`src/hw/lit_pkg.sv`:
```
// Package with the register map, field layout and timing constants of the interval timer.
package lit_pkg;

   // Port addresses on the byte-wide I/O bus.
   localparam logic [7:0] ADDR_SYS_COUNT  = 8'h40;
   localparam logic [7:0] ADDR_TONE_COUNT = 8'h42;
   localparam logic [7:0] ADDR_CTRL_WORD  = 8'h43;

   // Control word field positions.
   localparam int SEL_HI    = 7;
   localparam int SEL_LO    = 6;
   localparam int ACC_HI    = 5;
   localparam int ACC_LO    = 4;
   localparam int MODE_HI   = 3;
   localparam int MODE_LO   = 1;
   localparam int BCD_BIT   = 0;

   // Counter select codes in bits 7:6.
   localparam logic [1:0] SEL_SYS  = 2'h0;
   localparam logic [1:0] SEL_TONE = 2'h2;
   localparam logic [1:0] SEL_RDBK = 2'h3;

   // Access formats in bits 5:4; zero means a latch command.
   localparam logic [1:0] ACC_LATCH = 2'h0;
   localparam logic [1:0] ACC_LSB   = 2'h1;
   localparam logic [1:0] ACC_MSB   = 2'h2;
   localparam logic [1:0] ACC_WORD  = 2'h3;

   // Read-back command bits: bit 5 low latches count, bit 4 low latches status.
   localparam int RB_NCOUNT  = 5;
   localparam int RB_NSTATUS = 4;
   localparam int RB_CNT0    = 1;
   localparam int RB_CNT2    = 3;

   // Status byte layout.
   localparam int ST_OUT  = 7;
   localparam int ST_NULL = 6;

   // Timing: counter clock and system clock.
   localparam int CNT_CLK_HZ = 1193182;
   localparam int SYS_CLK_HZ = 50000000;
   localparam int CNT_PERIOD_NS = 838;
   localparam int SYS_PERIOD_NS = 20;
   // Divider ratio is the counter period over the clock period, rounded to nearest.
   localparam int TICK_DIV = (CNT_PERIOD_NS + SYS_PERIOD_NS / 2) / SYS_PERIOD_NS;

   // Mode codes.
   localparam logic [2:0] MODE_EOC    = 3'h0;
   localparam logic [2:0] MODE_ONESHOT= 3'h1;
   localparam logic [2:0] MODE_RATE   = 3'h2;
   localparam logic [2:0] MODE_SQUARE = 3'h3;
   localparam logic [2:0] MODE_SWSTB  = 3'h4;
   localparam logic [2:0] MODE_HWSTB  = 3'h5;

   // Host I/O access carrier.
   typedef struct packed {
      logic       wr;
      logic       rd;
      logic [7:0] addr;
      logic [7:0] wdata;
   } lit_io_req_t;

endpackage

```
`src/hw/lit_counter.sv`:
```
// One 16-bit down counter channel with mode logic, latches and byte sequencing.
`timescale 1ns/1ps
`default_nettype none
module lit_counter
(
   input  wire logic       clk_sys,
   input  wire logic       sys_rst,
   input  wire logic       tick,
   input  wire logic       gate,
   input  wire logic       ctrl_wr,
   input  wire logic [7:0] ctrl_data,
   input  wire logic       latch_cnt,
   input  wire logic       latch_st,
   input  wire logic       data_wr,
   input  wire logic       data_rd,
   input  wire logic [7:0] wdata,
   output logic      [7:0] rdata,
   output logic            out
);

   logic [1:0]  acc_ff;
   logic [2:0]  mode_ff;
   logic        bcd_ff;
   logic [15:0] init_ff;
   logic [15:0] cnt_ff;
   logic        out_ff;
   logic        null_ff;
   logic        load_pend_ff;
   logic        armed_ff;
   logic        wr_hi_ff;
   logic        rd_hi_ff;
   logic [15:0] lcnt_ff;
   logic        lcnt_v_ff;
   logic        lcnt_hi_ff;
   logic [7:0]  lst_ff;
   logic        lst_v_ff;
   logic        gate_d_ff;
   logic [15:0] nxt_cnt;
   logic [1:0]  step;
   logic        gate_rise;

   // Decrement by one or two, in binary or in four BCD digits.
   function automatic logic [15:0] dec(input logic [15:0] v, input logic [1:0] s,
                                       input logic b);
      logic [15:0] r;
      r = v - {14'h0000, s};
      if (b)
      begin
         r = v;
         for (int i = 0; i < 2; i++)
         begin
            if (i < int'(s))
            begin
               if (r[3:0] != 4'h0) r[3:0] = r[3:0] - 4'h1;
               else if (r[7:4] != 4'h0) r = {r[15:8], r[7:4] - 4'h1, 4'h9};
               else if (r[11:8] != 4'h0) r = {r[15:12], r[11:8] - 4'h1, 8'h99};
               else if (r[15:12] != 4'h0) r = {r[15:12] - 4'h1, 12'h999};
               else r = 16'h9999;
            end
         end
      end
      return r;
   endfunction

   assign gate_rise = gate && !gate_d_ff;
   assign step = (mode_ff[1:0] == lit_pkg::MODE_SQUARE[1:0]) ? 2'h2 : 2'h1;
   assign nxt_cnt = dec(cnt_ff, step, bcd_ff);

   // Programming: control word, count bytes in the selected format.
   always_ff @(posedge clk_sys)
   begin
      if (sys_rst)
      begin
         acc_ff <= lit_pkg::ACC_LSB;
         mode_ff <= lit_pkg::MODE_EOC;
         bcd_ff <= 1'b0;
         init_ff <= 16'h0000;
         wr_hi_ff <= 1'b0;
         load_pend_ff <= 1'b0;
      end
      else if (ctrl_wr)
      begin
         acc_ff <= ctrl_data[lit_pkg::ACC_HI:lit_pkg::ACC_LO];
         mode_ff <= {ctrl_data[lit_pkg::MODE_HI] & ~ctrl_data[lit_pkg::MODE_LO+1],
                     ctrl_data[lit_pkg::MODE_LO+1:lit_pkg::MODE_LO]};
         bcd_ff <= ctrl_data[lit_pkg::BCD_BIT];
         wr_hi_ff <= 1'b0;
         load_pend_ff <= 1'b0;
      end
      else
      begin
         if (data_wr)
         begin
            // Mode stays as programmed; only the count changes.
            case (acc_ff)
               lit_pkg::ACC_LSB:
               begin
                  init_ff <= {8'h00, wdata};
                  load_pend_ff <= 1'b1;
               end
               lit_pkg::ACC_MSB:
               begin
                  init_ff <= {wdata, 8'h00};
                  load_pend_ff <= 1'b1;
               end
               default:
               begin
                  if (wr_hi_ff) init_ff[15:8] <= wdata;
                  else init_ff[7:0] <= wdata;
                  load_pend_ff <= wr_hi_ff;
                  wr_hi_ff <= !wr_hi_ff;
               end
            endcase
         end
         else if (tick && load_pend_ff)
            load_pend_ff <= 1'b0;
      end
   end

   // Counting element and output waveform for all six modes.
   always_ff @(posedge clk_sys)
   begin
      if (sys_rst)
      begin
         cnt_ff <= 16'h0000;
         out_ff <= 1'b0;
         null_ff <= 1'b1;
         armed_ff <= 1'b0;
         gate_d_ff <= 1'b0;
      end
      else
      begin
         gate_d_ff <= gate;
         if (ctrl_wr)
         begin
            // Modes 0 and 1 start low, the others idle high.
            out_ff <= (ctrl_data[lit_pkg::MODE_HI:lit_pkg::MODE_LO+1] != 2'h0);
            null_ff <= 1'b1;
            armed_ff <= 1'b0;
         end
         else if (mode_ff == lit_pkg::MODE_ONESHOT || mode_ff == lit_pkg::MODE_HWSTB)
         begin
            // Hardware modes take the new count at a gate rising edge.
            if (gate_rise && !load_pend_ff)
            begin
               cnt_ff <= init_ff;
               armed_ff <= 1'b1;
               null_ff <= 1'b0;
               out_ff <= (mode_ff == lit_pkg::MODE_HWSTB);
            end
            else if (tick)
            begin
               if (mode_ff == lit_pkg::MODE_ONESHOT) out_ff <= 1'b0;
               else out_ff <= 1'b1;
               if (armed_ff)
               begin
                  cnt_ff <= nxt_cnt;
                  if (nxt_cnt == 16'h0000)
                  begin
                     out_ff <= (mode_ff == lit_pkg::MODE_ONESHOT);
                     armed_ff <= 1'b0;
                  end
               end
            end
         end
         else if (tick)
         begin
            if (load_pend_ff)
            begin
               cnt_ff <= init_ff;
               null_ff <= 1'b0;
               armed_ff <= 1'b1;
               if (mode_ff == lit_pkg::MODE_EOC) out_ff <= 1'b0;
            end
            else if (armed_ff && gate)
            begin
               cnt_ff <= nxt_cnt;
               case (mode_ff)
                  lit_pkg::MODE_EOC:
                     if (nxt_cnt == 16'h0000) out_ff <= 1'b1;
                  lit_pkg::MODE_RATE:
                  begin
                     out_ff <= (nxt_cnt != 16'h0001);
                     if (nxt_cnt == 16'h0000) cnt_ff <= init_ff;
                  end
                  lit_pkg::MODE_SQUARE, 3'h7:
                     if (nxt_cnt == 16'h0000 || cnt_ff == 16'h0001)
                     begin
                        cnt_ff <= init_ff;
                        out_ff <= !out_ff;
                     end
                  lit_pkg::MODE_SWSTB:
                  begin
                     out_ff <= (nxt_cnt != 16'h0000);
                     if (nxt_cnt == 16'h0000) armed_ff <= 1'b0;
                  end
                  default:
                     out_ff <= out_ff;
               endcase
            end
            else if (mode_ff == lit_pkg::MODE_SWSTB) out_ff <= 1'b1;
         end
      end
   end

   // Count and status latches; first latch wins until read.
   always_ff @(posedge clk_sys)
   begin
      if (sys_rst)
      begin
         lcnt_ff <= 16'h0000;
         lcnt_v_ff <= 1'b0;
         lst_ff <= 8'h00;
         lst_v_ff <= 1'b0;
         lcnt_hi_ff <= 1'b0;
         rd_hi_ff <= 1'b0;
      end
      else if (ctrl_wr)
      begin
         lcnt_v_ff <= 1'b0;
         lst_v_ff <= 1'b0;
         lcnt_hi_ff <= 1'b0;
         rd_hi_ff <= 1'b0;
      end
      else
      begin
         if (latch_cnt && !lcnt_v_ff)
         begin
            lcnt_ff <= cnt_ff;
            lcnt_v_ff <= 1'b1;
            lcnt_hi_ff <= 1'b0;
         end
         if (latch_st && !lst_v_ff)
         begin
            lst_ff <= {out_ff, null_ff, acc_ff, mode_ff, bcd_ff};
            lst_v_ff <= 1'b1;
         end
         if (data_rd)
         begin
            // Status first, then the latched count, then live count.
            if (lst_v_ff) lst_v_ff <= 1'b0;
            else if (lcnt_v_ff)
            begin
               if (acc_ff != lit_pkg::ACC_WORD || lcnt_hi_ff)
               begin
                  lcnt_v_ff <= 1'b0;
                  lcnt_hi_ff <= 1'b0;
               end
               else lcnt_hi_ff <= 1'b1;
            end
            else if (acc_ff == lit_pkg::ACC_WORD) rd_hi_ff <= !rd_hi_ff;
         end
      end
   end

   // Read data is registered from the selected source.
   always_ff @(posedge clk_sys)
   begin
      if (sys_rst) rdata <= 8'h00;
      else if (lst_v_ff) rdata <= lst_ff;
      else if (lcnt_v_ff)
         rdata <= (acc_ff == lit_pkg::ACC_MSB || lcnt_hi_ff) ? lcnt_ff[15:8] : lcnt_ff[7:0];
      else
         rdata <= (acc_ff == lit_pkg::ACC_MSB || rd_hi_ff) ? cnt_ff[15:8] : cnt_ff[7:0];
   end

   assign out = out_ff;

endmodule
`default_nettype wire

```
`src/hw/lit_timer.sv`:
```
// Top of the legacy interval timer: port decode, tick divider and two counters.
`timescale 1ns/1ps
`default_nettype none
//Behaviour
// - Counters step every 42 clocks (840 ns) from divider.
// - System counter square wave drives tick irq.
// - Written count loads at the next counter tick; modes 1/5 load it at the first gate rise after that tick.
// - Square wave decrements by two, reloads, inverts.
// - Tone frequency is counter clock over count; odd mode 3 counts divide by count plus one.
// - Bits 5:4 choose count byte format.
// - New count anytime keeps programmed mode.
// - Port 43h decodes control, latch, read-back.
// - Mode 0 low, high at zero, stays.
// - Mode 1 low, high one clock at zero.
// - Mode 2 high, low one clock, reload.
// - Mode 3 starts high, inverts each rollover.
// - Modes 4/5 high, low one clock on expiry.
// - Direct read returns live count.
// - Other counters accessible between two byte reads.
// - Latch holds count until read or reprogram.
// - Second latch before read is ignored.
// - Read-back latches selected counters together.
// - Repeated unread latches are ignored.
// - Status first, then count, then live.
module lit_timer
(
   input  wire logic              clk_sys,
   input  wire logic              sys_rst,
   input  wire lit_pkg::lit_io_req_t io_req,
   input  wire logic              tone_gate,
   output logic            [7:0]  io_rdata,
   output logic                   system_tick_irq,
   output logic                   tone_out
);

   localparam int DW = $clog2(lit_pkg::TICK_DIV + 1);

   logic [DW-1:0] div_ff;
   logic          tick_ff;
   logic          hit_sys;
   logic          hit_tone;
   logic          hit_ctrl;
   logic          ctrl_sys;
   logic          ctrl_tone;
   logic          lat_sys;
   logic          lat_tone;
   logic          st_sys;
   logic          st_tone;
   logic [7:0]    rd_sys;
   logic [7:0]    rd_tone;
   logic          out_sys;
   logic          out_tone;
   logic [1:0]    sel;
   logic [1:0]    acc;
   logic          rb;
   logic [7:0]    wd;

   // Counter clock enable: 50 MHz over 42 gives about 1.19 MHz; the small
   // rate error against the crystal-derived clock is the cost of one clock.
   always_ff @(posedge clk_sys)
   begin
      if (sys_rst)
      begin
         div_ff <= '0;
         tick_ff <= 1'b0;
      end
      else if (div_ff == DW'(lit_pkg::TICK_DIV - 1))
      begin
         div_ff <= '0;
         tick_ff <= 1'b1;
      end
      else
      begin
         div_ff <= div_ff + DW'(1);
         tick_ff <= 1'b0;
      end
   end

   // Address and command decode of the control port.
   assign wd = io_req.wdata;
   assign sel = wd[lit_pkg::SEL_HI:lit_pkg::SEL_LO];
   assign acc = wd[lit_pkg::ACC_HI:lit_pkg::ACC_LO];
   assign hit_sys = io_req.addr == lit_pkg::ADDR_SYS_COUNT;
   assign hit_tone = io_req.addr == lit_pkg::ADDR_TONE_COUNT;
   assign hit_ctrl = io_req.wr && io_req.addr == lit_pkg::ADDR_CTRL_WORD;
   assign rb = hit_ctrl && sel == lit_pkg::SEL_RDBK;
   assign ctrl_sys = hit_ctrl && sel == lit_pkg::SEL_SYS && acc != lit_pkg::ACC_LATCH;
   assign ctrl_tone = hit_ctrl && sel == lit_pkg::SEL_TONE && acc != lit_pkg::ACC_LATCH;
   // Read-back selects several counters at once.
   assign lat_sys = (hit_ctrl && sel == lit_pkg::SEL_SYS && acc == lit_pkg::ACC_LATCH)
                  || (rb && !wd[lit_pkg::RB_NCOUNT] && wd[lit_pkg::RB_CNT0]);
   assign lat_tone = (hit_ctrl && sel == lit_pkg::SEL_TONE && acc == lit_pkg::ACC_LATCH)
                   || (rb && !wd[lit_pkg::RB_NCOUNT] && wd[lit_pkg::RB_CNT2]);
   assign st_sys = rb && !wd[lit_pkg::RB_NSTATUS] && wd[lit_pkg::RB_CNT0];
   assign st_tone = rb && !wd[lit_pkg::RB_NSTATUS] && wd[lit_pkg::RB_CNT2];

   // System timer counter; its gate is always open.
   lit_counter u_sys
   (
      .clk_sys   (clk_sys),
      .sys_rst   (sys_rst),
      .tick      (tick_ff),
      .gate      (1'b1),
      .ctrl_wr   (ctrl_sys),
      .ctrl_data (wd),
      .latch_cnt (lat_sys),
      .latch_st  (st_sys),
      .data_wr   (io_req.wr && hit_sys),
      .data_rd   (io_req.rd && hit_sys),
      .wdata     (wd),
      .rdata     (rd_sys),
      .out       (out_sys)
   );

   // Tone counter; its gate comes from the external control port.
   lit_counter u_tone
   (
      .clk_sys   (clk_sys),
      .sys_rst   (sys_rst),
      .tick      (tick_ff),
      .gate      (tone_gate),
      .ctrl_wr   (ctrl_tone),
      .ctrl_data (wd),
      .latch_cnt (lat_tone),
      .latch_st  (st_tone),
      .data_wr   (io_req.wr && hit_tone),
      .data_rd   (io_req.rd && hit_tone),
      .wdata     (wd),
      .rdata     (rd_tone),
      .out       (out_tone)
   );

   // Outputs registered; read data mux follows the address.
   always_ff @(posedge clk_sys)
   begin
      if (sys_rst)
      begin
         io_rdata <= 8'h00;
         system_tick_irq <= 1'b0;
         tone_out <= 1'b0;
      end
      else
      begin
         io_rdata <= hit_tone ? rd_tone : (hit_sys ? rd_sys : 8'h00);
         system_tick_irq <= out_sys;
         tone_out <= out_tone;
      end
   end

endmodule
`default_nettype wire

```
`config.mk`:
```
export PLATFORM = sky130hd
export DESIGN_NAME = lit_timer
export DESIGN_NICKNAME = d
export VERILOG_FILES = /design/src/hw/lit_pkg.sv /design/src/hw/lit_counter.sv /design/src/hw/lit_timer.sv
export SDC_FILE = /design/constraint.sdc
export NUM_CORES = 1
export LEC_CHECK = 0
export BUFFER_PORTS_ARGS = -buffer_cell sky130_fd_sc_hd__buf_2
export CAP_MARGIN = 20
export CELL_PAD_IN_SITES_DETAIL_PLACEMENT = 1
export CELL_PAD_IN_SITES_GLOBAL_PLACEMENT = 2
export CORE_ASPECT_RATIO = 2
export CORE_MARGIN = 2
export CORE_UTILIZATION = 38
export DETAILED_ROUTE_END_ITERATION = 6
export PLACE_DENSITY_LB_ADDON = 0.1
export RECOVER_POWER = 25
export SYNTH_ARGS = -nofsm -noshare
export SYNTH_HDL_FRONTEND = slang
export SYNTH_SLANG_ARGS = --single-unit
```
`constraint.sdc`:
```
create_clock -name clk_sys -period 6.4 [get_ports clk_sys]
set_input_delay 0.32 -clock clk_sys [delete_from_list [all_inputs] [get_ports clk_sys]]
set_output_delay 0.32 -clock clk_sys [all_outputs]
set_load 0.01 [all_outputs]
```
# Yosys cells after proc, flatten, opt, wreduce, memory -nomap -nowiden
# Index checks and enable logic that the tools add are counted.
# W data, S select, Z words.
# totals
regBits	177
out_inout_bits	10
# classes
n_addsub	19
magnitude_cmp	4
n_eq_ne	44
n_mux	157
bitwise_logic	10
n_reduce_logical	131
# op_table
op	n
$mux W16	38
$pmux W16 S2	4
$mux W8	14
$mux W1	89
$reduce_bool A4 Y1	16
$sub A4 B1 Y4 const B	16
$mux W12	4
$eq A16 B1 Y1 const B	2
$logic_not A16 Y1	2
$ne A16 B1 Y1 const B	2
$reduce_bool A16 Y1	2
$sub A16 B2 Y16	2
$reduce_bool A3 Y1	10
$logic_and A1 B1 Y1	28
$eq A8 B7 Y1 const B	3
$reduce_bool A2 Y1	10
$eq A3 B3 Y1 const B	6
$reduce_and A3 Y1	6
$eq A2 B2 Y1 const B	8
$logic_not A1 Y1	16
$mux W4	4
$reduce_and A5 Y1	3
$reduce_and A2 Y1	7
$reduce_and A7 Y1	2
24 further kinds	71

# Logic depth before layout (Yosys ltp)
# depth
word_depth	23
mapped_depth	18
mapped_depth_nobuf	16

# By module
# Synthesis repeated with hierarchy kept, for this count alone.
# hier_totals
hier_cells	1494
hier_area_um2	11233.3
# by_module_without_submodules
module	n_inst	cells_each	area_each_um2	seq_area_each_um2
lit_counter at u_sys	1	712	5265.0	1601.5
lit_counter at u_tone	1	696	5201.2	1601.5
lit_timer	1	86	767.0	340.3

# Least setup slack after synthesis
# Ideal clock, no wire load.
# synth_timing
path_type	reg-to-reg
start	reg u_tone.cnt_ff[0]
end	reg u_tone.cnt_ff[5]
arrival_ps	4427
slack_ps	1851
path_stages_with_launch	19
path_buffers	3
synth_period_minus_slack_ps	4549
cell_sequence	dfxtp_1 > buf_6 > or4_1 > buf_2 > nor2_1 > mux2i_1 > ha_1 > inv_1 > nor4_4 > or4b_4 > nor2_2 > mux2i_1 > a21oi_1 > or4_1 > o31ai_1 > o21a_4 > buf_8 > nor3_1 > a221o_1
# synth_between
elab_chain_len	19
# synth_lines
element	line_no	source
start: declaration	lit_counter.sv:25	logic [15:0] cnt_ff;
start signal: assignment	lit_counter.sv:146	cnt_ff <= init_ff;
start signal: assignment	lit_counter.sv:157	cnt_ff <= nxt_cnt;
start signal: assignment	lit_counter.sv:170	cnt_ff <= init_ff;
$reduce_bool A4 Y1	lit_counter.sv:54	if (r[3:0] != 4'h0) r[3:0] = r[3:0] - 4'h1;
$mux W12	lit_counter.sv:54	
$mux W16	lit_counter.sv:52	if (i < int'(s))
$mux W16	lit_counter.sv:47	if (b)
$sub A4 B1 Y4 or $reduce_bool A4 Y1 (tied branches)	lit_counter.sv:57	else if (r[15:12] != 4'h0) r = {r[15:12] - 4'h1, 12'h999};
$mux W16	lit_counter.sv:57	
$mux W16	lit_counter.sv:56	else if (r[11:8] != 4'h0) r = {r[15:12], r[11:8] - 4'h1, 8'h99};
$mux W16	lit_counter.sv:55	else if (r[7:4] != 4'h0) r = {r[15:8], r[7:4] - 4'h1, 4'h9};
(+3 left out)	n/a	
$logic_not A16 Y1	lit_counter.sv:184, lit_counter.sv:187	
$logic_or A1 B1 Y1	lit_counter.sv:187	if (nxt_cnt == 16'h0000 || cnt_ff == 16'h0001)
$mux W16	lit_counter.sv:187	
$pmux W16 S2	lit_counter.sv:178	case (mode_ff)
$mux W16	lit_counter.sv:175	else if (armed_ff && gate)
$mux W16	lit_counter.sv:168	if (load_pend_ff)
$mux W16	lit_counter.sv:166	else if (tick)
$mux W16 *	lit_counter.sv:141	else if (mode_ff == lit_pkg::MODE_ONESHOT || mode_ff == lit_pkg::MODE_HWSTB)
# Mark *: on every way between the ends. The rest lies on a longest branch, timed or not. The select of a mux whose other input is x is not followed.
# A chain may end at the register's enable or synchronous reset.

# Final worst setup path
# layout_timing
start	reg u_sys.cnt_ff[2]
end	reg u_sys.cnt_ff[12]
# layout_between
elab_chain_len	19
# layout_lines
element	line_no
start: declaration	lit_counter.sv:25
start signal: assignment	lit_counter.sv:146
start signal: assignment	lit_counter.sv:157
start signal: assignment	lit_counter.sv:170
$reduce_bool A4 Y1	lit_counter.sv:54
$mux W12	lit_counter.sv:54
$mux W16	lit_counter.sv:52
$mux W16	lit_counter.sv:47
$sub A4 B1 Y4 or $reduce_bool A4 Y1 (tied branches)	lit_counter.sv:57
$mux W16	lit_counter.sv:57
$mux W16	lit_counter.sv:56
$mux W16	lit_counter.sv:55
(+3 left out)	n/a
$logic_not A16 Y1	lit_counter.sv:184, lit_counter.sv:187
$logic_or A1 B1 Y1	lit_counter.sv:187
$mux W16	lit_counter.sv:187
$pmux W16 S2	lit_counter.sv:178
$mux W16	lit_counter.sv:175
$mux W16	lit_counter.sv:168
$mux W16	lit_counter.sv:166
$mux W16 *	lit_counter.sv:141
# Marked as above.

==> impl_results.md <==
- Gr usage total: 28.1%
- CTS clk-pin slew, worst paths: 0.07 ns
- Clock latency of the later-clocked register in the worst-skew pair: 0.45 ns
- Die width: 122 um
- Setup repair after global routing missed its margin: false
- Total number of nets in the final design: 1388
- Vias in the first global route: 10700
- Largest net degree at the start of global routing: 89
- Class of the most critical hold timing path: in2reg
- Top achievable clock speed: 0.189 GHz
- Final WL: 40.5 mm
- Violation count after the first detailed-route iteration: 527
- VDD IR max: 0.194 mV
- Max-Slew Margin vs Limit: -188%
- Detail Route Antenna Nets: 0
- Fin Setup TNS: 0 ns
- Kind of critical path: reg2reg
- Minimum period implied by the final worst setup slack: 5.29 ns
- Hold buffers post-CTS: 0
- Iteration count of the initial detailed-routing pass: 4
- Number of buffers inserted during clock tree synthesis: 17
- Critical path startpoint category: register
- Final clock period utilization by the worst path: 82.7%
- Vert. Die Dim: 241 um
- Sink count of the clock tree: 177
- Post-Route Skew: 0.00951 ns
- Fraction of final layout cells with drive strength greater than 1: 8.10%
- Final Hold Fails: 0
- Number of max-slew violations in the final report: 89
- Number of input and output port buffers inserted: 30
- Root buffer selected by CTS: clkbuf_16
- Routability congestion estimate: 0.935
- Most frequent cells in the layout: 177 x dfxtp_1, 165 x nor2_1, 163 x nand2_1
- Total die area: 0.0295 mm2
- Unique cell type count in the Yosys netlist: 90
- Number of enable flip-flop cells after synthesis: 0
- Post-layout utilization of the core: 41.8%
- #FFs+latches synth: 177
- Sequential Area: 0.00354 mm2
- Final antenna diode count: 0
- Fraction of synthesized cell area taken by the top area cell type: 33.3%
- Max-cap check violation count: 1
- Core ar.: 0.0275 mm2
- FP Rows: 86
- Post-synthesis instance total: 1384
- Starting utilization of the core area: 38.7%
- Routed wire length per instance: 23.7 um
- Syn Nets: 1427
- GRT Residual Overflow: 0
- Worst endpoint required time: 6.55 ns
- Failing checks: capacitance limit, slew limit
- Mapped Area: 0.0107 mm2
- Post-route DRC violation count: 0
- Vias after detailed routing: 10400
- Async S/R FF share, synth: 0%
- Leakage power summed over all cells: 4.10 nW
- Layout Area Growth over Synthesis: 8.00%
- Mean number of vias per cell: 6.06
- Status: complete, but fails checks
- Most common flop cell mapped by yosys: dfxtp_1
- CTS max path bufs: 2
- Htree depth: 4
- Multi-input combinational cell area: 0.00651 mm2
- Critical path peak fanout: 11
- Power density normalized to cell area: 193 mW/mm2
- Number of buffers added for setup after CTS: 0
- Yosys synthesis warning count: 0
- Ports: 31
- Half-perimeter wire length after detailed placement: 31.1 mm
- Total of endpoints with negative setup slack in the final report: 0
- Clock tree from TritonCTS: done
- Most common cell after layout, fill and taps aside: dfxtp_1
- Transition at the pin with the smallest max-transition slack: 4.32 ns
- CP Capture Type: register
- Resized cells post-CTS: 0
- Cells taking the most area after synthesis: dfxtp_1 33%, nor2_1 5.8%, nand2_1 5.7%
- Global-route wire length before repair: 61.9 mm
- Arrival time worst endpoint: 5.44 ns
- Count of fill cells added during filler insertion: 3437
- Largest area contributor in the netlist: dfxtp_1
- Antenna violations before repair: 0
- Synth Area per Inst: 7.70 um2
- Sequential share of the synthesized area: 33.3%
## where the power goes
group	total (W)	switching [W]	internal (W)	leakage (nW)
clock	0.00106	0.000503	0.000562	0.278
sequential	0.00111	0.00000239	0.00110	1.43
combinational	0.0000549	0.0000434	0.0000115	2.39
## per-layer routing
layer | vias up | global-route usage [%] | wire length (um) | part of all wire (%)
met5 | - | 0 | 0 | 0
met4 | 0 | 20.1 | 2990 | 7.4
met3 | 118 | 3.40 | 749 | 1.8
met2 | 188 | 54.6 | 22600 | 56
met1 | 5139 | 26.0 | 14200 | 35
li1 | 4915 | - | - | -
## cells by family after synthesis
group	synth area share, %
flops	33.3
fa+ha+maj	2.91
buf+inv	5.71
xor+xnor	3.46
mux	4.44
simple gates	26.8
compound gates	23.4
## final timing paths
check / cells past startpoint / start / slack [ns] / end
hold / removal: 3 / io_req[0] / 0.22 / u_sys.bcd_ff
setup reg to reg: 15 / u_sys.cnt_ff[2] / 1.11 / u_sys.cnt_ff[12]
hold reg to reg: 2 / u_tone.lst_ff[4] / 0.46 / u_tone.lst_ff[4]
setup / recovery: 15 / u_sys.cnt_ff[2] / 1.11 / u_sys.cnt_ff[12]
## per-stage QoR
stage                     hold slack (ns)  cell area (um2)  setup slack, ns  std cells  total power [W]
after floorplan                     0.426            10700             1.85       1384          0.00116
after global placement              0.438            10900             1.42       1677          0.00119
after detailed placement            0.444            10900             1.26       1677          0.00119
after CTS                           0.200            11500             1.23       1709          0.00225
after global routing                0.222            11500            0.650       1710          0.00230
final                               0.223            11500             1.11       1710          0.00223
## layout make-up
class                      count  share of cell area [%]
clock inverter                13                    1.23
clock buffer                  19                    3.85
inverter                      31                    1.01
timing repair buffer          54                    2.66
tap                          352                    3.83
sequential                   177                    30.8
multi-input combinational   1064                    56.6
## registers in the layout, summed over array words and instances (netlist names), 2 cells and up
signal and count:
div_ff 6, io_rdata 8, u_sys.acc_ff 2, u_sys.cnt_ff 16
u_sys.init_ff 16, u_sys.lcnt_ff 16, u_sys.lst_ff 8, u_sys.mode_ff 3
u_sys.rdata 8, u_tone.acc_ff 2, u_tone.cnt_ff 16, u_tone.init_ff 16
u_tone.lcnt_ff 16, u_tone.lst_ff 8, u_tone.mode_ff 3, u_tone.rdata 8
## critical path, cell delays in order (launching register included)
cell and delay (ns):
dfxtp_1 0.43, buf_4 0.23, nor4_4 0.60, nand2b_1 0.16, a21oi_1 0.25, ha_1 0.20
and3_1 0.22, nand3_1 0.27, nand2_1 0.19, o32ai_1 0.16, nor4_1 0.79, nand2_1 0.26
nor4_4 0.39, o21ai_1 0.40, a221oi_1 0.37, nor3_1 0.07
## synth_stat cells, types with 5 or more instances
| library cell | count |
|---|---|
| dfxtp_1 | 177 |
| nor2_1 | 165 |
| nand2_1 | 163 |
| a21oi_1 | 121 |
| clkbuf_1 | 85 |
| o21ai_0 | 54 |
| nor3_1 | 50 |
| mux2i_1 | 45 |
| nand3_1 | 44 |
| inv_1 | 30 |
| a211oi_1 | 26 |
| nor2b_1 | 26 |
| o22ai_1 | 23 |
| ha_1 | 20 |
| xnor2_1 | 20 |
| o21ai_1 | 19 |
| xor2_1 | 19 |
| a311oi_1 | 18 |
| a221oi_1 | 16 |
| a22o_1 | 14 |
| a31oi_1 | 14 |
| nor4_1 | 14 |
| or4_1 | 14 |
| nand2b_1 | 13 |
| and3_1 | 12 |
| nand3b_1 | 10 |
| or3_1 | 10 |
| buf_1 | 9 |
| or2_2 | 9 |
| buf_2 | 8 |
| a21o_1 | 6 |
| and2_1 | 6 |
| buf_6 | 5 |
| nand4_1 | 5 |
| nor4_4 | 5 |
| nor4b_1 | 5 |
| o31a_1 | 5 |
(Power assumes the default switching activity.)
